===== src/apdu_map.svh =====
// Contract
// - Each command-response pair is one of four cases by data presence.
// - Class upper nibble 8 is proprietary, 0 inter-industry, others out of scope.
// - Class lower nibble selects secure messaging and logical channel.
// - Instruction byte decodes together with class into the twelve known commands.
// - Own proprietary instructions should not be placed under class 8x.
// - Every response ends with two status bytes, first then second.
// - Normal completion is 90 00; other second bytes with 90 reserved.
// - Warnings use 62 memory unchanged, 63 memory changed.
// - Execution errors use 64 00 unchanged, 65 changed.
// - Checking errors 6700, 68xx, 69xx, 6Axx, 6D00, 6E00, 6F00.
// - Transport pairs 61xx and 6Cxx are never delivered.
// - Only first status byte 6x or 90 is valid.
// - With 62, second byte is 00, 81, 83 or 84.
// - With 63, second byte is 00 or Cx counter 0 to 15.
// - With 65, second byte is 00 or 81.
// - With 68, second byte is 00, 81 or 82.
// - With 69, second byte is 00, 81 to 85, 87 or 88.
// - With 6A, second byte is 00, 80 to 83, 85 to 88.
// - Command data is plain elements; response data is objects or template.
// - Command is four-byte header then optional length, data, expected length.
// - Expected length zero requests 256 bytes.
`ifndef APDU_MAP_SVH
`define APDU_MAP_SVH
`define CLA_HI_PROP     4'h8
`define CLA_HI_INTER    4'h0
`define INS_APP_BLOCK   8'h1e
`define INS_APP_UNBLOCK 8'h18
`define INS_CARD_BLOCK  8'h16
`define INS_GEN_AC      8'hae
`define INS_GET_DATA    8'hca
`define INS_GET_PROC    8'ha8
`define INS_PIN_CHANGE  8'h1a
`define INS_EXT_AUTH    8'h82
`define INS_INT_AUTH    8'h88
`define INS_READ_REC    8'hb2
`define INS_SELECT      8'ha4
`define INS_VERIFY      8'h20
`define SW1_OK          8'h90
`define SW1_WARN_NC     8'h62
`define SW1_WARN_CH     8'h63
`define SW1_EXEC_NC     8'h64
`define SW1_EXEC_CH     8'h65
`define SW1_LEN         8'h67
`define SW1_CLA_FN      8'h68
`define SW1_NOT_ALLOW   8'h69
`define SW1_WRONG_P     8'h6a
`define SW1_INS_BAD     8'h6d
`define SW1_CLA_BAD     8'h6e
`define SW1_NO_DIAG     8'h6f
`define SW1_MORE        8'h61
`define SW1_WRONG_LE    8'h6c
`define SW_HI_6X        4'h6
`define SW2_NONE        8'h00
`define SW2_CNT_HI      4'hc
`define LE_MAX          9'h100
`endif


===== src/apdu_pkg.sv =====
package apdu_pkg;
   typedef enum logic [3:0] {
      CMD_NONE, CMD_APP_BLOCK, CMD_APP_UNBLOCK, CMD_CARD_BLOCK, CMD_GEN_AC,
      CMD_GET_DATA, CMD_GET_PROC, CMD_PIN_CHANGE, CMD_EXT_AUTH, CMD_INT_AUTH,
      CMD_READ_REC, CMD_SELECT, CMD_VERIFY
   } cmd_t;
   typedef enum logic [1:0] {CLS_OTHER, CLS_INTER, CLS_PROP} cls_t;
   typedef enum logic [1:0] {CASE1, CASE2, CASE3, CASE4} apdu_case_t;
   typedef struct packed {
      logic [7:0] cla;
      logic [7:0] ins;
      logic [7:0] p1;
      logic [7:0] p2;
      logic       lc_present;
      logic [7:0] lc;
      logic       le_present;
      logic [7:0] le;
   } cmd_hdr_t;
   typedef struct packed {
      cmd_t       cmd;
      cls_t       cls;
      logic [3:0] chan_sm;
      apdu_case_t acase;
      logic [8:0] resp_max;
      logic       p1_zero;
      logic       p2_zero;
      logic       reject;
   } cmd_info_t;
   typedef struct packed {
      logic [7:0] sw1;
      logic [7:0] sw2;
   } status_t;
endpackage


===== src/apdu_status_check.sv =====
`timescale 1ns/1ps
`include "apdu_map.svh"
module apdu_status_check
   import apdu_pkg::*;
(
   input  wire apdu_pkg::status_t sw_i,
   output logic                   legal_o,
   output logic                   reserved_o
);
   always_comb begin
      legal_o    = 1'b0;
      reserved_o = 1'b0;
      case (sw_i.sw1)
         `SW1_OK:      legal_o = (sw_i.sw2 == `SW2_NONE);
         `SW1_WARN_NC: legal_o = (sw_i.sw2 == `SW2_NONE) || (sw_i.sw2 == 8'h81)
                                 || (sw_i.sw2 == 8'h83) || (sw_i.sw2 == 8'h84);
         `SW1_WARN_CH: legal_o = (sw_i.sw2 == `SW2_NONE)
                                 || (sw_i.sw2[7:4] == `SW2_CNT_HI);
         `SW1_EXEC_NC: legal_o = (sw_i.sw2 == `SW2_NONE);
         `SW1_EXEC_CH: legal_o = (sw_i.sw2 == `SW2_NONE) || (sw_i.sw2 == 8'h81);
         `SW1_LEN,
         `SW1_INS_BAD,
         `SW1_CLA_BAD,
         `SW1_NO_DIAG: legal_o = (sw_i.sw2 == `SW2_NONE);
         `SW1_CLA_FN:  legal_o = (sw_i.sw2 == `SW2_NONE) || (sw_i.sw2 == 8'h81)
                                 || (sw_i.sw2 == 8'h82);
         `SW1_NOT_ALLOW: legal_o = (sw_i.sw2 == `SW2_NONE)
                                 || ((sw_i.sw2 >= 8'h81) && (sw_i.sw2 <= 8'h85))
                                 || (sw_i.sw2 == 8'h87) || (sw_i.sw2 == 8'h88);
         `SW1_WRONG_P: legal_o = (sw_i.sw2 == `SW2_NONE)
                                 || ((sw_i.sw2 >= 8'h80) && (sw_i.sw2 <= 8'h83))
                                 || ((sw_i.sw2 >= 8'h85) && (sw_i.sw2 <= 8'h88));
         default: legal_o = 1'b0;
      endcase
      // First byte family is acceptable; only the qualifier is off
      if (!legal_o && (sw_i.sw1 == `SW1_OK || (sw_i.sw1[7:4] == `SW_HI_6X
          && sw_i.sw1 != `SW1_MORE && sw_i.sw1 != `SW1_WRONG_LE))) begin
         reserved_o = 1'b1;
      end
   end
endmodule


===== src/apdu_class_status_coder.sv =====
`timescale 1ns/1ps
`include "apdu_map.svh"
module apdu_class_status_coder
   import apdu_pkg::*;
(
   input  wire logic               CLOCK_I,
   input  wire logic               RST_B_I,
   input  wire logic               CMD_VALID_I,
   input  wire apdu_pkg::cmd_hdr_t CMD_I,
   input  wire logic               STS_VALID_I,
   input  wire apdu_pkg::status_t  STS_I,
   output logic                    INFO_VALID_O,
   output apdu_pkg::cmd_info_t     INFO_O,
   output logic                    SW_VALID_O,
   output apdu_pkg::status_t       SW_O,
   output logic                    SW_FIXED_O
);
   import apdu_pkg::*;

   // ----------------------------------------
   // Decode helpers
   // ----------------------------------------
   function automatic cls_t class_of(input logic [7:0] cla);
      if (cla[7:4] == `CLA_HI_PROP) begin
         class_of = CLS_PROP;
      end else if (cla[7:4] == `CLA_HI_INTER) begin
         class_of = CLS_INTER;
      end else begin
         class_of = CLS_OTHER;
      end
   endfunction

   function automatic cmd_t cmd_of(input cls_t cls, input logic [7:0] ins);
      cmd_of = CMD_NONE;
      if (cls == CLS_PROP) begin
         case (ins)
            `INS_APP_BLOCK:   cmd_of = CMD_APP_BLOCK;
            `INS_APP_UNBLOCK: cmd_of = CMD_APP_UNBLOCK;
            `INS_CARD_BLOCK:  cmd_of = CMD_CARD_BLOCK;
            `INS_GEN_AC:      cmd_of = CMD_GEN_AC;
            `INS_GET_DATA:    cmd_of = CMD_GET_DATA;
            `INS_GET_PROC:    cmd_of = CMD_GET_PROC;
            `INS_PIN_CHANGE:  cmd_of = CMD_PIN_CHANGE;
            default:          cmd_of = CMD_NONE;
         endcase
      end else if (cls == CLS_INTER) begin
         case (ins)
            `INS_EXT_AUTH: cmd_of = CMD_EXT_AUTH;
            `INS_INT_AUTH: cmd_of = CMD_INT_AUTH;
            `INS_READ_REC: cmd_of = CMD_READ_REC;
            `INS_SELECT:   cmd_of = CMD_SELECT;
            `INS_VERIFY:   cmd_of = CMD_VERIFY;
            default:       cmd_of = CMD_NONE;
         endcase
      end
   endfunction

   // ----------------------------------------
   // Command classification
   // ----------------------------------------
   logic      info_valid_q, info_valid_d;
   cmd_info_t info_q, info_d;
   status_t   rej_sw_q, rej_sw_d;
   logic      rej_pend_q, rej_pend_d;

   always_comb begin
      info_valid_d = CMD_VALID_I;
      info_d       = info_q;
      rej_sw_d     = rej_sw_q;
      rej_pend_d   = rej_pend_q;
      if (CMD_VALID_I) begin
         info_d.cls      = class_of(CMD_I.cla);
         info_d.chan_sm  = CMD_I.cla[3:0];
         info_d.cmd      = cmd_of(info_d.cls, CMD_I.ins);
         info_d.acase    = apdu_case_t'({CMD_I.lc_present, CMD_I.le_present});
         info_d.resp_max = !CMD_I.le_present ? 9'h000
                         : (CMD_I.le == 8'h00) ? `LE_MAX : {1'b0, CMD_I.le};
         info_d.p1_zero  = (CMD_I.p1 == 8'h00);
         info_d.p2_zero  = (CMD_I.p2 == 8'h00);
         info_d.reject   = (info_d.cmd == CMD_NONE);
         rej_pend_d      = info_d.reject;
         if (info_d.cls == CLS_OTHER) begin
            rej_sw_d = '{sw1: `SW1_CLA_BAD, sw2: `SW2_NONE};
         end else begin
            rej_sw_d = '{sw1: `SW1_INS_BAD, sw2: `SW2_NONE};
         end
      end else begin
         rej_pend_d = 1'b0;
      end
   end

   always_ff @(posedge CLOCK_I) begin
      if (!RST_B_I) begin
         info_valid_q <= 1'b0;
         info_q       <= '0;
         rej_sw_q     <= '0;
         rej_pend_q   <= 1'b0;
      end else begin
         info_valid_q <= info_valid_d;
         info_q       <= info_d;
         rej_sw_q     <= rej_sw_d;
         rej_pend_q   <= rej_pend_d;
      end
   end

   assign INFO_VALID_O = info_valid_q;
   assign INFO_O       = info_q;

   // ----------------------------------------
   // Status trailer builder
   // ----------------------------------------
   logic legal;
   logic reserved;

   apdu_status_check u_check (
      .sw_i       (STS_I),
      .legal_o    (legal),
      .reserved_o (reserved)
   );

   logic    sw_valid_q, sw_valid_d;
   status_t sw_q, sw_d;
   logic    fixed_q, fixed_d;

   // A decode reject takes priority over the processing status in the same cycle,
   // because the command never reached processing.
   always_comb begin
      sw_valid_d = 1'b0;
      sw_d       = sw_q;
      fixed_d    = 1'b0;
      if (rej_pend_q) begin
         sw_valid_d = 1'b1;
         sw_d       = rej_sw_q;
      end else if (STS_VALID_I) begin
         sw_valid_d = 1'b1;
         if (legal) begin
            sw_d = STS_I;
         end else if (reserved) begin
            // Unknown qualifier: keep the first byte, clear the second, except with 63 the second becomes Cx keeping its low nibble
            sw_d    = '{sw1: STS_I.sw1, sw2: `SW2_NONE};
            fixed_d = 1'b1;
            if (STS_I.sw1 == `SW1_WARN_CH) begin
               sw_d.sw2 = {`SW2_CNT_HI, STS_I.sw2[3:0]};
            end
         end else begin
            // Transport-only first bytes and first bytes outside 6x and 90 never leave the block
            sw_d    = '{sw1: `SW1_NO_DIAG, sw2: `SW2_NONE};
            fixed_d = 1'b1;
         end
      end
   end

   always_ff @(posedge CLOCK_I) begin
      if (!RST_B_I) begin
         sw_valid_q <= 1'b0;
         sw_q       <= '0;
         fixed_q    <= 1'b0;
      end else begin
         sw_valid_q <= sw_valid_d;
         sw_q       <= sw_d;
         fixed_q    <= fixed_d;
      end
   end

   assign SW_VALID_O = sw_valid_q;
   assign SW_O       = sw_q;
   assign SW_FIXED_O = fixed_q;
endmodule


===== config.mk =====
export PLATFORM = sky130hd
export DESIGN_NAME = apdu_class_status_coder
export DESIGN_NICKNAME = d
export VERILOG_FILES = /design/src/apdu_pkg.sv /design/src/apdu_status_check.sv /design/src/apdu_class_status_coder.sv
export VERILOG_INCLUDE_DIRS = /design/src
export SDC_FILE = /design/constraint.sdc
export NUM_CORES = 1
export LEC_CHECK = 0
export ABC_AREA = 1
export BUFFER_PORTS_ARGS = -buffer_cell sky130_fd_sc_hd__buf_4
export CORE_ASPECT_RATIO = 0.75
export CORE_MARGIN = 2
export CORE_UTILIZATION = 40
export CTS_CLUSTER_SIZE = 12
export DETAILED_ROUTE_END_ITERATION = 12
export GPL_TIMING_DRIVEN = 0
export PLACE_DENSITY = 0.71
export SYNTH_ARGS = -nofsm -noshare
export SYNTH_HDL_FRONTEND = slang
export SYNTH_SLANG_ARGS = --single-unit

===== constraint.sdc =====
create_clock -name CLOCK_I -period 3.41 [get_ports CLOCK_I]
set_input_delay 0.1705 -clock CLOCK_I [delete_from_list [all_inputs] [get_ports CLOCK_I]]
set_output_delay 0.1705 -clock CLOCK_I [all_outputs]
set_load 0.1 [all_outputs]

* Yosys cells after proc, flatten, opt, wreduce, memory -nomap -nowiden
Index checks and enable logic that the tools add are counted.
W data, S select, Z words.
** Storage, ports and cells
- Word-level logic and storage cells :: 111
- Bits in registers :: 60
** Cells by class
- Eq/ne operators :: 37
- Reductions and logical operators :: 29
- Muxes and demuxes :: 21
- $lt $le $gt $ge :: 6
- Bitwise gates (word level) :: 2
** Operator list (number)
- $eq A8 B8 Y1 const B :: 14
- $eq A8 B7 Y1 const B :: 11
- $mux W16 :: 4
- $eq A8 B5 Y1 const B :: 4
- $logic_not A8 Y1 :: 4
- $ge A8 B8 Y1 const B :: 3
- $le A8 B8 Y1 const B :: 3
- $pmux W3 S7 :: 1
- $pmux W4 S5 :: 1
- $mux W9 :: 2
- $ne A8 B7 Y1 const B :: 2
- $mux W4 :: 3
- $logic_or A1 B1 Y1 :: 11
- $mux W10 :: 1
- $eq A4 B4 Y1 const B :: 2
- $eq A8 B6 Y1 const B :: 1
- $logic_not A4 Y1 :: 2
- $mux W8 :: 1
- $pmux W1 S7 :: 1
- $logic_and A1 B1 Y1 :: 6
- $reduce_or A6 Y1 :: 1
- $mux W1 :: 5
- $eq A4 B3 Y1 const B :: 1
- $mux W2 :: 2
- 8 further kinds :: 9

* Depth between registers and ports, before layout
- Word-level depth :: 13
- Depth in mapped cells :: 14

* Hierarchy
From an unflattened synthesis, not the netlist that was laid out.
** Second synthesis, totals
- Cell total of the unflattened synthesis :: 386
- Area total of the unflattened synthesis :: 2526.2 um^2
** By module, submodules not included
- apdu_class_status_coder :: area an instance 2026.9 um^2, cells each 278, times used 1
- apdu_status_check :: area an instance 499.2 um^2, cells each 108, times used 1

* Worst setup path after synthesis
Ideal clock, no wire load.
- Path type :: flip-flop to flip-flop
- Start :: register SW_O[10] (netlist name)
- End :: register sw_q (netlist bit SW_O[10])
- Arrival :: 1.266 ns
- Period minus slack after synthesis :: 1.341 ns
- Library setup time :: 0.075 ns
- Path buffers :: 0
- Required time :: 3.335 ns
- Stages on the path, launching flop included :: 3
- Path slack :: 2.069 ns
- Path through :: dfxtp_1 -> o21ai_0 -> a31oi_1
** RTL lines
- end signal: assignment :: line apdu_class_status_coder.sv:160 : sw_q <= sw_d;
- end: declaration :: line apdu_class_status_coder.sv:122 : status_t sw_q, sw_d;

* Worst setup path after layout
- Start :: register rej_pend_q
- End :: register sw_q (netlist bit SW_O[9])
** On the way
- Longest elaborated chain between the ends :: 1
** Ends and longest elaborated chain
- start: declaration :: line apdu_class_status_coder.sv:64 : logic rej_pend_q, rej_pend_d;
- start signal: assignment :: line apdu_class_status_coder.sv:102 : rej_pend_q <= rej_pend_d;
- $mux W16 / $reduce_bool A2 Y1 (equally long branches)
Parallel ways exist; a longest one is shown, timed or not.
A chain may end at the register's enable or synchronous reset.

==> flow_summary_export.csv <==
group,metric,value,unit
worst_setup_path,worst-setup-path-type,"reg -> reg",
yosys,part_of_the_yosys_area_used_for_sequential_elements,0.404,
clock_tree,post-cts-setup-buffer-count,0,
yosys,ys_types,28,
timing,maxSlewHeadroom,0.664,
grt,grt_antenna_before_repair,0,
yosys,synth.yosys.warnings,0,
pwr,vdd_ir_drop_max,0.275,mV
clock_tree,cts_hold_buffers,0,
floorplanning,chipHeight,70.1,µm
grt,first_global_vias,2462,
layout,diodes,0,
drt,drt-vias-per-instance,4.83,
timing,worst_pin_slew,0.503,ns
drt,detailedRoute.firstPassIterationCount,4,
yosys,number_of_nets_in_the_synthesized_netlist,420,
yosys,syn-cell-area,2330,µm²
pwr,power.share.sequential,0.484,
placement,io_buffer_count,104,
pwr,combinationalPowerShare,0.256,
timing,hold_ws,0.109,ns
timing,rsz0062_at_grt,"false",
drt,routed_wirelength,6.39,mm
timing,timing.final.crit_share,0.451,
worst_setup_path,worstPathMaxFanout,9,
drt,route.detailed.drc,0,
yosys,synthTopCellsByArea,"sky130_fd_sc_hd__dfxtp_1 40%, sky130_fd_sc_hd__nand2_1 17%, sky130_fd_sc_hd__inv_1 7.1%",
layout,design.final.nets,531,
pwr,p_sw_frac,0.329,
clock_tree,cts_root_buf,"sky130_fd_sc_hd__clkbuf_8",
drt,ant_nets,0,
floorplanning,initial_core_util,0.408,
pwr,power_report.internal_total,0.000805,W
drt,avgRoutedWirePerCell,11.8,µm
placement,post_detailed_placement_half_perimeter_wirelength,5.25,mm
clock_tree,cts_made_buffers,5,
yosys,netlist.area_leader.share,0.404,
drt,num_vias,2606,
run,max-cap-violations,0,
timing,final_max_slew_viol_count,0,
worst_setup_path,crit_required,3.62,ns
timing,fin_crit,1.54,ns
timing,finalSetupViolations,0,
worst_setup_path,start_kind,"flip-flop",
timing,fin_skew,0.00126,ns
clock_tree,htree_num_levels,2,
clock_tree,cts-resized-gates,0,
timing,max_freq,650,MHz
placement,globalplace.congestion,0.912,
drt,detailedRoute.firstIterationViolations,91,
clock_tree,cts_tree,"yes",
clock_tree,numClockSinks,47,
floorplanning,placeableCoreArea,5710,µm²
layout,sequential_cell_area,941,µm²
layout,postLayoutCoreUtil,0.576,
layout,multi_input_comb_area,1200,µm²
clock_tree,clk_pin_slew,0.08,ns
pwr,cell_area_power_density,365,nW/µm²
worst_setup_path,arrival,1.75,ns
yosys,synth_area_per_cell,6.65,µm²
outcome,status,"completed",
grt,grt_usage,0.205,
floorplanning,die_w,92.1,µm
pwr,power.switching,0.000395,W
pwr,p_leak,1.65,nW
hold_path,holdCritPathClass,"in -> reg",
yosys,synth_top_area_cell,"sky130_fd_sc_hd__dfxtp_1",
yosys,gate_count_of_the_mapped_netlist,350,
worst_setup_path,critical_path.endpoint_type,"flip-flop",
timing,fin_tns_setup,0,ns
grt,grt_overflow,0,
floorplanning,rows,24,
floorplanning,dieArea,6450,µm²
floorplanning,pin_count,113,
grt,grt_pass1_wl,10.9,mm
layout,syn_to_final_growth,41.2,%
clock_tree,ctsLongestPathBuffers,2,
clock_tree,clkLatencyLatePin,0.29,ns
yosys,number_of_storage_elements_in_the_synthesis_netlist,47,
pwr,clock_power_share,0.260,
layout,drive_above_1_share,0.275,
layout,n_fill_cell,570,
grt,grt_max_degree,14,
timing,final_hold_viol_count,0,
-- critical path, cell delays in order (launching register included) --
cell and delay [ns]:
sky130_fd_sc_hd__dfxtp_1 0.37, sky130_fd_sc_hd__nor2_2 0.34, sky130_fd_sc_hd__inv_1 0.14, sky130_fd_sc_hd__nor2_1 0.42, sky130_fd_sc_hd__nand2_1 0.09, sky130_fd_sc_hd__o21ai_0 0.10
-- cells by family (layout without fill, tap and decap cells) --
kind of cell / count (synthesis) / in the layout / synth area share
compound gates: 54 / 54 / 0.135
buf+inv: 50 / 162 / 0.0817
flops: 47 / 47 / 0.404
simple gates: 199 / 199 / 0.379
-- layer usage --
metal  global-route usage  wire length (µm)
met2                0.313              2620
met1                0.282              3140
met3               0.0712               609
met5                    0                 0
met4               0.0431                19
-- final cells by class --
type                    count  share of cell area
plain buffers               4             0.00533
repair buffers            104               0.237
inverters                  46              0.0525
flip-flops and latches     47               0.286
multi-input cells         253               0.364
clock buffers               7              0.0232
clock inverters             1             0.00152
well taps                  78              0.0297
-- path summary, 6_finish.rpt --
| check | startpoint | to | slack (ns) | cells after the start |
|---|---|---|---|---|
| setup / recovery | rej_pend_q$_SDFF_PN0_ | SW_O[9]$_SDFFE_PN0P_ | 1.87 | 5 |
| setup reg to reg | rej_pend_q$_SDFF_PN0_ | SW_O[9]$_SDFFE_PN0P_ | 1.87 | 5 |
| hold / removal | CMD_I[44] | INFO_O[16]$_SDFFE_PN0P_ | 0.11 | 2 |
| hold reg to reg | SW_O[5]$_SDFFE_PN0P_ | SW_O[5]$_SDFFE_PN0P_ | 0.45 | 2 |
-- layout by cell type, fill, tap and decap left out, drive strengths merged --
master	count
a21oi	10
a22o	5
a22oi	1
a31oi	4
a32o	2
buf	106
clkbuf	9
clkinv	2
dfxtp	47
inv	45
nand2	108
nand3	10
nand4	17
nor2	45
nor3	13
nor4	4
o211ai	1
o21ai	29
o221ai	1
o31ai	1
or2	2
-- power by group through the flow --
stage / Clock, W / Combinational [W] / Sequential (W)
3_3_place_gp: 0 / 0.000305 / 0.000593
5_1_grt: 0.000350 / 0.000330 / 0.000584
4_1_cts: 0.000326 / 0.000308 / 0.000581
6_report: 0.000312 / 0.000308 / 0.000581
2_1_floorplan: 0 / 0.0000706 / 0.000716
3_5_place_dp: 0 / 0.000308 / 0.000594
-- synth_stat cells --
cell	number
sky130_fd_sc_hd__o21ai_0	29
sky130_fd_sc_hd__nor3_1	13
sky130_fd_sc_hd__a31oi_1	4
sky130_fd_sc_hd__clkbuf_1	2
sky130_fd_sc_hd__or2_2	1
sky130_fd_sc_hd__clkinv_1	1
sky130_fd_sc_hd__nand2_2	3
sky130_fd_sc_hd__a32o_1	2
sky130_fd_sc_hd__a22o_1	5
sky130_fd_sc_hd__nand4_2	1
sky130_fd_sc_hd__nor2_4	2
sky130_fd_sc_hd__nand4_1	16
sky130_fd_sc_hd__inv_1	44
sky130_fd_sc_hd__nand3_2	1
sky130_fd_sc_hd__o211ai_1	1
sky130_fd_sc_hd__a21oi_1	10
sky130_fd_sc_hd__nand3_1	9
sky130_fd_sc_hd__o221ai_1	1
sky130_fd_sc_hd__buf_2	2
sky130_fd_sc_hd__inv_2	1
sky130_fd_sc_hd__or2_1	1
sky130_fd_sc_hd__nor4_1	4
sky130_fd_sc_hd__a22oi_1	1
sky130_fd_sc_hd__nor2_2	6
sky130_fd_sc_hd__nand2_1	105
sky130_fd_sc_hd__o31ai_1	1
sky130_fd_sc_hd__nor2_1	37
sky130_fd_sc_hd__dfxtp_1	47
-- stage by stage --
stage,power (W),std cells,setup WS [ns],instance area [µm²]
after floorplan,0.000787,350,2.07,2330
after global placement,0.000897,532,1.86,3210
after detailed placement,0.000901,532,1.83,3210
after CTS,0.00122,540,1.85,3290
after global routing,0.00126,540,1.61,3290
final,0.00120,540,1.87,3290
-- flip-flops by register name, summed over array words and instances, names as in the netlist --
register,cells
INFO_O,24
SW_O,16
SW_VALID_O,1
rej_pend_q,1
INFO_VALID_O,1
rej_sw_q,3
SW_FIXED_O,1
Power figures use the tool's default switching activity.
